`src/design/ftd_pkg.sv`:
```
/*
 * Shared constants, register map and types for the fast threshold detector.
 * Assumes a single sample clock; all users reference items as ftd_pkg::name.
 */
package ftd_pkg;

    localparam int SAMPLE_W  = 14;
    localparam int MAG_W     = 14;
    localparam int THR_W     = 13;
    localparam int DWELL_W   = 16;
    localparam int ADDR_W    = 13;
    localparam int BYTE_W    = 8;

    // register offsets
    localparam logic [12:0] ADDR_CTRL      = 13'h0045;
    localparam logic [12:0] ADDR_UPPER_LO  = 13'h0047;
    localparam logic [12:0] ADDR_UPPER_HI  = 13'h0048;
    localparam logic [12:0] ADDR_LOWER_LO  = 13'h0049;
    localparam logic [12:0] ADDR_LOWER_HI  = 13'h004A;
    localparam logic [12:0] ADDR_DWELL_LO  = 13'h004B;
    localparam logic [12:0] ADDR_DWELL_HI  = 13'h004C;

    // control register fields
    localparam int CTRL_ENABLE_BIT = 0;
    localparam int CTRL_FLAG_BIT   = 1;
    localparam int CTRL_OVR_BIT    = 2;

    // values after reset
    localparam logic [7:0] RST_CTRL      = 8'h00;
    localparam logic [7:0] RST_THR_LO    = 8'h00;
    localparam logic [4:0] RST_THR_HI    = 5'h00;
    localparam logic [7:0] RST_DWELL     = 8'h00;

    // latencies in sample clock cycles
    localparam int UPPER_LAT = 7;
    localparam int MAG_PIPE  = UPPER_LAT - 1;
    localparam int OVR_LAT   = 36;

    // serial port framing
    localparam int INSTR_BITS  = 16;
    localparam int INSTR_RW    = 15;
    localparam logic [3:0] INSTR_LAST = 4'hF;
    localparam logic [2:0] BYTE_LAST  = 3'h7;

    typedef enum logic [2:0] {
        FTD_IDLE  = 3'b001,
        FTD_INSTR = 3'b010,
        FTD_DATA  = 3'b100
    } ftd_spi_state_t;

    typedef struct packed {
        logic [SAMPLE_W-1:0] data;
        logic                overrange;
    } ftd_sample_t;

    typedef struct packed {
        logic               enable;
        logic [THR_W-1:0]   upper;
        logic [THR_W-1:0]   lower;
        logic [DWELL_W-1:0] dwell;
    } ftd_cfg_t;

endpackage

```
`src/design/ftd_delay_line.sv`:
```
/*
 * Fixed-length register delay line with registered output.
 * Assumes same clock as its source; synchronous active-high reset clears it.
 */
`timescale 1ns/1ps
module ftd_delay_line #(
    parameter int WIDTH = 1,
    parameter int DEPTH = 1
) (
    input  wire logic             clock,
    input  wire logic             srst,
    input  wire logic [WIDTH-1:0] din,
    output logic      [WIDTH-1:0] dout
);
    logic [WIDTH-1:0] stage_q [DEPTH];

    // refuse shapes the shift chain cannot build
    if (DEPTH < 1 || WIDTH < 1) begin : g_bad_shape
        $error("delay line needs positive width and depth");
    end

    always_ff @(posedge clock) begin
        if (srst) begin
            for (int i = 0; i < DEPTH; i++) begin
                stage_q[i] <= '0;
            end
        end else begin
            stage_q[0] <= din;
            for (int i = 1; i < DEPTH; i++) begin
                stage_q[i] <= stage_q[i-1];
            end
        end
    end

    assign dout = stage_q[DEPTH-1];
endmodule

```
`src/design/ftd_fast_detect.sv`:
```
/*
 * Fast magnitude threshold detector with dwell hysteresis, delayed overrange
 * indicator and a three-wire serial register port.
 * Assumes samples arrive every clock from logic on the same clock; the serial
 * pins are asynchronous and much slower than the sample clock.
 */
`timescale 1ns/1ps
module ftd_fast_detect (
    input  wire logic                 clock,
    input  wire logic                 srst,
    input  wire ftd_pkg::ftd_sample_t sample,
    input  wire logic                 spi_cs_n,
    input  wire logic                 spi_sclk,
    input  wire logic                 spi_sdio_in,
    output logic                      spi_sdio_out,
    output logic                      spi_sdio_oe,
    output logic                      threshold_flag,
    output logic                      overrange_out
);
    // ---------------- register storage ----------------
    logic [7:0]                   ctrl_q;
    logic [7:0]                   upper_lo_q;
    logic [4:0]                   upper_hi_q;
    logic [7:0]                   lower_lo_q;
    logic [4:0]                   lower_hi_q;
    logic [7:0]                   dwell_lo_q;
    logic [7:0]                   dwell_hi_q;
    ftd_pkg::ftd_cfg_t            cfg;

    // ---------------- serial port ----------------
    logic [2:0]                   pin_s1_q;
    logic [2:0]                   pin_s2_q;
    logic                         sclk_prev_q;
    logic                         cs_n_s;
    logic                         sclk_s;
    logic                         sdi_s;
    logic                         sclk_rise;
    logic                         sclk_fall;
    ftd_pkg::ftd_spi_state_t      state_q;
    logic [3:0]                   icnt_q;
    logic [2:0]                   bcnt_q;
    logic [14:0]                  ish_q;
    logic [6:0]                   rx_q;
    logic [7:0]                   tx_q;
    logic                         rd_q;
    logic [ftd_pkg::ADDR_W-1:0]   addr_q;
    logic                         wr_fire;
    logic [7:0]                   wr_byte;
    logic [7:0]                   rd_first;

    // ---------------- detector ----------------
    logic [ftd_pkg::MAG_W-1:0]    mag_in;
    logic [ftd_pkg::MAG_W-1:0]    mag_dly;
    logic [ftd_pkg::DWELL_W-1:0]  dwell_eff;
    logic [ftd_pkg::DWELL_W-1:0]  dwell_cnt_q;
    logic                         flag_q;
    logic                         above_upper;
    logic                         below_lower;

    function automatic logic [ftd_pkg::MAG_W-1:0] mag_of(
        input logic [ftd_pkg::SAMPLE_W-1:0] s
    );
        mag_of = s[ftd_pkg::SAMPLE_W-1] ? ftd_pkg::MAG_W'(~s + 14'h0001) : s;
    endfunction

    function automatic logic [7:0] rd_byte(input logic [ftd_pkg::ADDR_W-1:0] a);
        case (a)
            ftd_pkg::ADDR_CTRL:     rd_byte = {5'h00, overrange_out, flag_q,
                                               ctrl_q[ftd_pkg::CTRL_ENABLE_BIT]};
            ftd_pkg::ADDR_UPPER_LO: rd_byte = upper_lo_q;
            ftd_pkg::ADDR_UPPER_HI: rd_byte = {3'h0, upper_hi_q};
            ftd_pkg::ADDR_LOWER_LO: rd_byte = lower_lo_q;
            ftd_pkg::ADDR_LOWER_HI: rd_byte = {3'h0, lower_hi_q};
            ftd_pkg::ADDR_DWELL_LO: rd_byte = dwell_lo_q;
            ftd_pkg::ADDR_DWELL_HI: rd_byte = dwell_hi_q;
            default:                rd_byte = 8'h00;
        endcase
    endfunction

    // pin synchronisers: first stage feeds only the second
    always_ff @(posedge clock) begin
        if (srst) begin
            pin_s1_q    <= 3'h5;
            pin_s2_q    <= 3'h5;
            sclk_prev_q <= 1'b0;
        end else begin
            pin_s1_q    <= {spi_cs_n, spi_sclk, spi_sdio_in};
            pin_s2_q    <= pin_s1_q;
            sclk_prev_q <= pin_s2_q[1];
        end
    end

    assign cs_n_s    = pin_s2_q[2];
    assign sclk_s    = pin_s2_q[1];
    assign sdi_s     = pin_s2_q[0];
    assign sclk_rise = sclk_s && !sclk_prev_q;
    assign sclk_fall = !sclk_s && sclk_prev_q;

    assign wr_fire = (state_q == ftd_pkg::FTD_DATA) && !rd_q && sclk_rise
                     && (bcnt_q == ftd_pkg::BYTE_LAST);
    assign wr_byte = {rx_q, sdi_s};

    always_comb rd_first = rd_byte({ish_q[11:0], sdi_s});

    // frame sequencing: instruction then streamed bytes, address descending
    always_ff @(posedge clock) begin
        if (srst || cs_n_s) begin
            state_q <= ftd_pkg::FTD_IDLE;
            icnt_q  <= 4'h0;
            bcnt_q  <= 3'h0;
            ish_q   <= 15'h0000;
            rx_q    <= 7'h00;
            rd_q    <= 1'b0;
            addr_q  <= '0;
        end else begin
            case (state_q)
                ftd_pkg::FTD_IDLE: begin
                    state_q <= ftd_pkg::FTD_INSTR;
                    icnt_q  <= 4'h0;
                end
                ftd_pkg::FTD_INSTR: begin
                    if (sclk_rise) begin
                        ish_q  <= {ish_q[13:0], sdi_s};
                        icnt_q <= icnt_q + 4'h1;
                        if (icnt_q == ftd_pkg::INSTR_LAST) begin
                            rd_q    <= ish_q[ftd_pkg::INSTR_RW - 1];
                            addr_q  <= {ish_q[11:0], sdi_s};
                            bcnt_q  <= 3'h0;
                            state_q <= ftd_pkg::FTD_DATA;
                        end
                    end
                end
                ftd_pkg::FTD_DATA: begin
                    if (sclk_rise) begin
                        rx_q   <= {rx_q[5:0], sdi_s};
                        bcnt_q <= bcnt_q + 3'h1;
                        if (bcnt_q == ftd_pkg::BYTE_LAST) begin
                            addr_q <= addr_q - 13'h0001;
                        end
                    end
                end
                default: begin
                    state_q <= ftd_pkg::FTD_IDLE;
                end
            endcase
        end
    end

    // readback shifter: bit changes on falling edge, first bit ready at once
    always_ff @(posedge clock) begin
        if (srst || cs_n_s) begin
            tx_q         <= 8'h00;
            spi_sdio_out <= 1'b0;
            spi_sdio_oe  <= 1'b0;
        end else if (state_q == ftd_pkg::FTD_INSTR && sclk_rise
                     && icnt_q == ftd_pkg::INSTR_LAST
                     && ish_q[ftd_pkg::INSTR_RW - 1]) begin
            tx_q         <= rd_first;
            spi_sdio_out <= rd_first[7];
            spi_sdio_oe  <= 1'b1;
        end else if (state_q == ftd_pkg::FTD_DATA && rd_q) begin
            if (sclk_rise && bcnt_q == ftd_pkg::BYTE_LAST) begin
                tx_q <= rd_byte(addr_q - 13'h0001);
            end else if (sclk_fall) begin
                spi_sdio_out <= tx_q[ftd_pkg::BYTE_LAST - bcnt_q];
            end
        end
    end

    // register writes
    always_ff @(posedge clock) begin
        if (srst) begin
            ctrl_q     <= ftd_pkg::RST_CTRL;
            upper_lo_q <= ftd_pkg::RST_THR_LO;
            upper_hi_q <= ftd_pkg::RST_THR_HI;
            lower_lo_q <= ftd_pkg::RST_THR_LO;
            lower_hi_q <= ftd_pkg::RST_THR_HI;
            dwell_lo_q <= ftd_pkg::RST_DWELL;
            dwell_hi_q <= ftd_pkg::RST_DWELL;
        end else if (wr_fire) begin
            case (addr_q)
                ftd_pkg::ADDR_CTRL:     ctrl_q     <= {7'h00, wr_byte[0]};
                ftd_pkg::ADDR_UPPER_LO: upper_lo_q <= wr_byte;
                ftd_pkg::ADDR_UPPER_HI: upper_hi_q <= wr_byte[4:0];
                ftd_pkg::ADDR_LOWER_LO: lower_lo_q <= wr_byte;
                ftd_pkg::ADDR_LOWER_HI: lower_hi_q <= wr_byte[4:0];
                ftd_pkg::ADDR_DWELL_LO: dwell_lo_q <= wr_byte;
                ftd_pkg::ADDR_DWELL_HI: dwell_hi_q <= wr_byte;
                default: begin
                end
            endcase
        end
    end

    assign cfg.enable = ctrl_q[ftd_pkg::CTRL_ENABLE_BIT];
    assign cfg.upper  = {upper_hi_q, upper_lo_q};
    assign cfg.lower  = {lower_hi_q, lower_lo_q};
    assign cfg.dwell  = {dwell_hi_q, dwell_lo_q};

    // magnitude of the converter output word, sign dropped; 8192 = full scale
    assign mag_in = mag_of(sample.data);

    ftd_delay_line #(
        .WIDTH (ftd_pkg::MAG_W),
        .DEPTH (ftd_pkg::MAG_PIPE)
    ) u_mag_pipe (
        .clock (clock),
        .srst  (srst),
        .din   (mag_in),
        .dout  (mag_dly)
    );

    ftd_delay_line #(
        .WIDTH (1),
        .DEPTH (ftd_pkg::OVR_LAT)
    ) u_ovr_pipe (
        .clock (clock),
        .srst  (srst),
        .din   (sample.overrange),
        .dout  (overrange_out)
    );

    // both comparisons on the delayed full-resolution magnitude
    assign above_upper = mag_dly > {1'b0, cfg.upper};
    assign below_lower = mag_dly < {1'b0, cfg.lower};
    assign dwell_eff   = (cfg.dwell == '0) ? 16'h0001 : cfg.dwell;

    always_ff @(posedge clock) begin
        if (srst || !cfg.enable) begin
            flag_q      <= 1'b0;
            dwell_cnt_q <= '0;
        end else if (above_upper) begin
            flag_q      <= 1'b1;
            dwell_cnt_q <= '0;
        end else if (flag_q) begin
            if (!below_lower) begin
                dwell_cnt_q <= '0;
            end else if (dwell_cnt_q >= dwell_eff - 16'h0001) begin
                flag_q      <= 1'b0;
                dwell_cnt_q <= '0;
            end else begin
                dwell_cnt_q <= dwell_cnt_q + 16'h0001;
            end
        end else begin
            dwell_cnt_q <= '0;
        end
    end

    assign threshold_flag = flag_q;
endmodule

```
`config.mk`:
```
export PLATFORM = sky130hd
export DESIGN_NAME = ftd_fast_detect
export DESIGN_NICKNAME = d
export VERILOG_FILES = /design/src/design/ftd_pkg.sv /design/src/design/ftd_delay_line.sv /design/src/design/ftd_fast_detect.sv
export SDC_FILE = /design/constraint.sdc
export NUM_CORES = 1
export LEC_CHECK = 0
export BUFFER_PORTS_ARGS = -buffer_cell sky130_fd_sc_hd__buf_4
export CORE_MARGIN = 5
export CORE_UTILIZATION = 35
export CTS_CLUSTER_DIAMETER = 60
export DETAILED_ROUTE_END_ITERATION = 7
export GPL_ROUTABILITY_DRIVEN = 0
export SYNTH_ARGS = -nofsm -noshare
export SYNTH_HDL_FRONTEND = slang
export SYNTH_SLANG_ARGS = --single-unit
```
`constraint.sdc`:
```
create_clock -name clock -period 5.4 [get_ports clock]
set_input_delay 0 -clock clock [delete_from_list [all_inputs] [get_ports clock]]
set_output_delay 0 -clock clock [all_outputs]
set_load 0.05 [all_outputs]
```
Yosys cells after proc, flatten, opt, wreduce, memory -nomap -nowiden --
Memory sizes are Yosys's and may differ from the RTL's. Cells that the tools add are included.
Cells by class: magnitude comparators 4, mux-type cells 76, bitwise operators 46, equality and inequality tests 31, add/sub/neg operators 7, reductions and logical operators 39
Operator list (number):
- equality test 13 x 7 -> 1 bit (second input constant) | 21
- case mux 8 bit (7 select lines) | 2
- two-way mux 14 bit | 7
- two-way mux 13 bit | 4
- two-way mux 1 bit | 48
- OR 1 bit | 42
- case mux 13 bit (2 select lines) | 1
- two-way mux 8 bit | 3
- AND reduction 2 bit | 11
- adder 16 x 1 -> 16 bit (second input constant) | 1
- >= comparator 16 bit | 1
- zero test 16 bit | 1
- two-way mux 16 bit | 1
- subtractor 16 x 1 -> 16 bit (second input constant) | 1
- two-way mux 3 bit | 5
- adder 14 x 1 -> 14 bit (second input constant) | 1
- greater-than comparator 14 x 13 -> 1 bit | 1
- < comparator 14 x 13 -> 1 bit | 1
- NOT 14 bit | 1
- subtractor 13 x 1 -> 13 bit (second input constant) | 1
- logical AND 1 bit | 10
- != test 2 bit (second input constant) | 5
- nonzero test 2 bit | 5
- case mux 3 bit (3 select lines) | 1
- 19 further kinds | 28
Storage, ports and cells: memory bits (writable) 120, input bits 20, register bits 123, logic and storage cells 227, memories 2, output and inout port bits 4
Memories:
- u_mag_pipe.stage_q | words 6, bits a word 14, read ports 6, clocked after Yosys merged registers in 0, write ports 6, RTL line ftd_delay_line.sv:15 | logic [WIDTH-1:0] stage_q [DEPTH];
- u_ovr_pipe.stage_q | words 36, bits a word 1, read ports 36, clocked after Yosys merged registers in 0, write ports 36, RTL line ftd_delay_line.sv:15

Longest topological paths before layout --
depth in word-level cells 8, mapped depth 20, depth with buffers taken out 18

By module --
From an unflattened synthesis, not the netlist that was laid out.
Second synthesis, totals: cell total of the unflattened synthesis 1197, area, all modules 10928.0 µm²
Modules (own cells, without submodules):
- ftd_fast_detect | sequential area each 2462.4 µm², cells each 931, area an instance 7536.0 µm², times used 1
- ftd_delay_line (u_mag_pipe) | sequential area each 1681.6 µm², cells each 191, area an instance 2397.3 µm², times used 1
- ftd_delay_line (u_ovr_pipe) | sequential area each 720.7 µm², cells each 75, area an instance 994.7 µm², times used 1

Least setup slack after synthesis --
No wires, ideal clock.
path type register -> register, from register dwell_lo_q[4], to register dwell_cnt_q[10] (netlist name), cell stages (with the launch flop) 20, data arrival time 3.870 ns, setup slack 1.452 ns, path buffers 2, required time 5.322 ns, library setup time 0.078 ns, clock period less this slack 3.948 ns, cells stage by stage dfxtp_1 clkbuf_1 or4_1 nor3_1 or3b_1 nor4_1 nor2_1 ha_1 nand2_1 nor2b_1 nand2_1 xor2_1 ha_1 a21o_1 a21oi_1 o21ai_0 a21o_1 nand4b_1 clkbuf_1 nor3_1
Between the ends: cells in the longest elaborated chain, start to end 5
Ends and longest elaborated chain:
- from (decl) | RTL line ftd_fast_detect.sv:26 | logic [7:0] dwell_lo_q;
- from (signal assigned) | RTL line ftd_fast_detect.sv:178 | dwell_lo_q <= ftd_pkg::RST_DWELL;
- from (signal assigned) | RTL line ftd_fast_detect.sv:187 | ftd_pkg::ADDR_DWELL_LO: dwell_lo_q <= wr_byte;
- zero test 16 bit | RTL line ftd_fast_detect.sv:226 | assign dwell_eff = (cfg.dwell == '0) ? 16'h0001 : cfg.dwell;
- two-way mux 16 bit * | RTL line ftd_fast_detect.sv:226
- subtractor 16 x 1 -> 16 bit * | RTL line ftd_fast_detect.sv:238 | end else if (dwell_cnt_q >= dwell_eff - 16'h0001) begin
- >= comparator 16 bit * | RTL line ftd_fast_detect.sv:238
- OR reduction 5 bit (no line) *
- to (signal assigned) | RTL line ftd_fast_detect.sv:242 | dwell_cnt_q <= dwell_cnt_q + 16'h0001;
- to (decl) | RTL line ftd_fast_detect.sv:55 | logic [ftd_pkg::DWELL_W-1:0] dwell_cnt_q;
Every way passes the cells marked *; elsewhere a longest branch is shown, timed or not. A chain may end at the register's enable or synchronous reset.

Worst setup path in the final report --
Same ends and word-level chain as after synthesis.

==> flow_metrics.env <==
export IMPL_status="finished clean"
export IMPL_cts_buffers=28
export IMPL_synth_compound_area_frac=0.128
export IMPL_hold_viol_final=0
export IMPL_hp_class="in -> reg"
export IMPL_routed_wl_um=23600
export IMPL_fin_tns_setup_ps=0
export IMPL_antenna_found_initial=0
export IMPL_fin_nets=1290
export IMPL_post_drt_via_cell_ratio=5.05
export IMPL_num_rows=63
export IMPL_synth_simple_area_share=0.243
export IMPL_die_height_um=184
export IMPL_clk_pin_slew_ps=60
export IMPL_cts_sinks=243
export IMPL_clk_latency_ps=570
export IMPL_vias=8238
export IMPL_dieArea_um2=33900
export IMPL_root_buffer="clkbuf_16"
export IMPL_h_tree_depth=1
export IMPL_fillCellCount=2965
export IMPL_drt_pass1_iterations=6
export IMPL_fin_crit_ps=4610
export IMPL_io_buffers=23
export IMPL_async_flop_share=0
export IMPL_ir_worst_vdd_mv=0.255
export IMPL_cap_violations=0
export IMPL_drive_gt1_frac=0.0798
export IMPL_rsz0062_at_grt="false"
export IMPL_synth_edf_count=0
export IMPL_p_leak_uw=0.00473
export IMPL_postRouteAntennaNets=0
export IMPL_start_util=0.356
export IMPL_num_antenna_cells=0
export IMPL_final_core_util=0.415
export IMPL_core_area_um2=29800
export IMPL_grt_max_degree=91
export IMPL_groute_usage_overall=0.137
export IMPL_synthToLayoutAreaGrowth_pct=16.6
export IMPL_fp_dieW_um=184
export IMPL_synth_top_family_by_area="simple AND/OR/NAND/NOR gates"
export IMPL_yosys_warnings=0
export IMPL_worstPathArrival_ps=5040
export IMPL_wl_per_cell_um=14.5
export IMPL_synthFlopType="dfxtp_1"
export IMPL_final_common_cell="dfxtp_1"
export IMPL_end_kind="flip-flop"
export IMPL_synthCells=1196
export IMPL_dp_hpwl_um=15700
export IMPL_grt_pass1_vias=7678
export IMPL_ios=24
export IMPL_avgSynthCellArea_um2=8.86
export IMPL_worstMarginPinSlew_ps=1110
export IMPL_synth_xor_area_share=0.0339
export IMPL_syn_num_nets=1268
export IMPL_yosysUniqueCellTypes=64
export IMPL_grt_pass1_wl_um=39000
export IMPL_max_freq_mhz=217
export IMPL_clockBufferDepth=3
export IMPL_synthAdderAreaFrac=0.0614
export IMPL_overflow=0
export IMPL_route_detailed_drc=0
export IMPL_critPathMaxFanout=16
export IMPL_first_iter_violations=840
export IMPL_startpoint_type="flip-flop"
export IMPL_finalCritPeriodShare=0.854
export IMPL_layout_common_cells="243 x dfxtp_1, 141 x nand2_1, 114 x nor2b_1, 89 x nor2_1, 71 x a21oi_1"
export IMPL_crit_type="reg -> reg"
export IMPL_finalSetupViolations=0
export IMPL_synth_mux_area_frac=0.0366
export IMPL_synth_seq_cells=243
export IMPL_required_ps=5830
export IMPL_ys_seq_area_frac=0.459
export IMPL_cts_tree="yes"
export IMPL_max_slew_margin=0.250
export IMPL_syn_area_um2=10600
export IMPL_fin_skew_ps=46.6
export IMPL_p_per_area_nw_per_um2=318
export IMPL_drv_slew=0
[final cells by class]
type | instances | area (um^2) | area share
timing repair buffer | 60 | 526 | 0.0425
sequential | 243 | 4860 | 0.394
clock buffer | 36 | 761 | 0.0615
inverter | 38 | 143 | 0.0115
multi-input combinational | 847 | 5330 | 0.431
clock inverter | 16 | 251 | 0.0203
tap | 390 | 488 | 0.0395
[sequential cells by signal, summed over array words and instances, names as in the netlist, 3 cells and up]
signal / count
addr_q: 13
bcnt_q: 3
dwell_cnt_q: 16
dwell_hi_q: 8
dwell_lo_q: 8
icnt_q: 4
ish_q: 15
lower_hi_q: 5
lower_lo_q: 8
pin_s1_q: 3
pin_s2_q: 3
rx_q: 7
state_q: 3
tx_q: 8
u_mag_pipe.stage_q: 84
u_ovr_pipe.stage_q: 36
upper_hi_q: 5
upper_lo_q: 8
[where the power goes]
group / leakage [uW] / internal [uW] / switching [uW]
combinational: 0.00229 / 51.3 / 54.1
sequential: 0.00197 / 1820 / 5.09
clock: 0.000480 / 1250 / 763
total: 0.00473 / 3110 / 823
[synthesized netlist by cell type (5+ instances only)]
| cell | n | area [um^2] |
|---|---|---|
| buf_1 | 5 | 18.8 |
| ha_1 | 52 | 651 |
| a21oi_1 | 71 | 355 |
| dfxtp_1 | 243 | 4860 |
| o31ai_1 | 6 | 45.0 |
| nand2_1 | 141 | 529 |
| nor4_1 | 13 | 81.3 |
| nand2b_1 | 9 | 56.3 |
| nand3_1 | 39 | 195 |
| a222oi_1 | 9 | 90.1 |
| nor2_1 | 89 | 334 |
| inv_1 | 38 | 143 |
| mux2i_1 | 32 | 320 |
| xor2_1 | 28 | 245 |
| a22o_1 | 6 | 52.6 |
| o21ai_1 | 12 | 60.1 |
| clkbuf_1 | 59 | 221 |
| or3_1 | 5 | 31.3 |
| nor2b_1 | 114 | 713 |
| nor3_1 | 33 | 165 |
| a211oi_1 | 8 | 60.1 |
| a31oi_1 | 5 | 31.3 |
| xnor2_1 | 13 | 114 |
| or2_2 | 8 | 50.1 |
| a21o_1 | 11 | 82.6 |
| o21ai_0 | 36 | 180 |
| and3_1 | 8 | 50.1 |
| and2_1 | 5 | 31.3 |
| nand4_1 | 13 | 81.3 |
| a22oi_1 | 27 | 203 |
[routing by layer]
| layer | routed length, um | up-vias | GRT usage |
|---|---|---|---|
| li1 | - | 4174 | - |
| met1 | 11000 | 3779 | 0.191 |
| met2 | 10700 | 223 | 0.217 |
| met3 | 1190 | 62 | 0.0224 |
| met4 | 704 | 0 | 0.0435 |
| met5 | 0 | - | 0 |
[path summary, 6_finish.rpt]
kind,startpoint,to,slack (ps),cells after the start
setup / recovery,dwell_lo_q[4]$_SDFFE_PP0P_,dwell_cnt_q[10]$_SDFF_PP0_,790,18
hold / removal,srst,u_ovr_pipe.stage_q[0][19]$_SDFF_PP0_,140,3
setup reg to reg,dwell_lo_q[4]$_SDFFE_PP0P_,dwell_cnt_q[10]$_SDFF_PP0_,790,18
hold reg to reg,pin_s1_q[2]$_SDFF_PP1_,pin_s2_q[2]$_SDFF_PP1_,410,1
[critical path, stage by stage (launching register included)]
cell and delay [ps]:
dfxtp_1 380, or4_1 590, nor3_1 240, or3b_1 430, nor4_1 210, nor2_1 100
ha_1 210, nand2_1 160, nor2b_1 100, nand2_1 80, xor2_1 70, ha_1 190
a21o_1 150, a21o_1 170, a21oi_1 130, o21ai_0 110, a21o_1 180, nand4b_1 620
nor3_1 380
[through the flow]
step           power, uW  setup slack (ps)  instances  instance area [um^2]  hold WS, ps
2_1_floorplan       1920              1450       1196                 10600          104
3_5_place_dp        1950               781       1548                 11000          188
6_report            3940               789       1630                 12400          136
3_3_place_gp        1940               960       1548                 11000          189
5_1_grt             4080               373       1630                 12400          155
4_1_cts             3990               749       1630                 12400          131
[what timing repair did]
item / CTS / global route
resized for setup: 0 / 0
buffers inserted: 0 / 0
hold buffers: 30 / 0
hold endpoints to repair: 18 / 0
[cell families (layout without fill, tap and decap cells)]
logic type | Yosys count | in the layout
simple gates | 504 | 504
flops | 243 | 243
compound gates | 214 | 214
buf+inv | 106 | 150
fa+ha+maj | 52 | 52
xor+xnor | 41 | 41
mux | 36 | 36
Power figures use the tool's default switching activity.
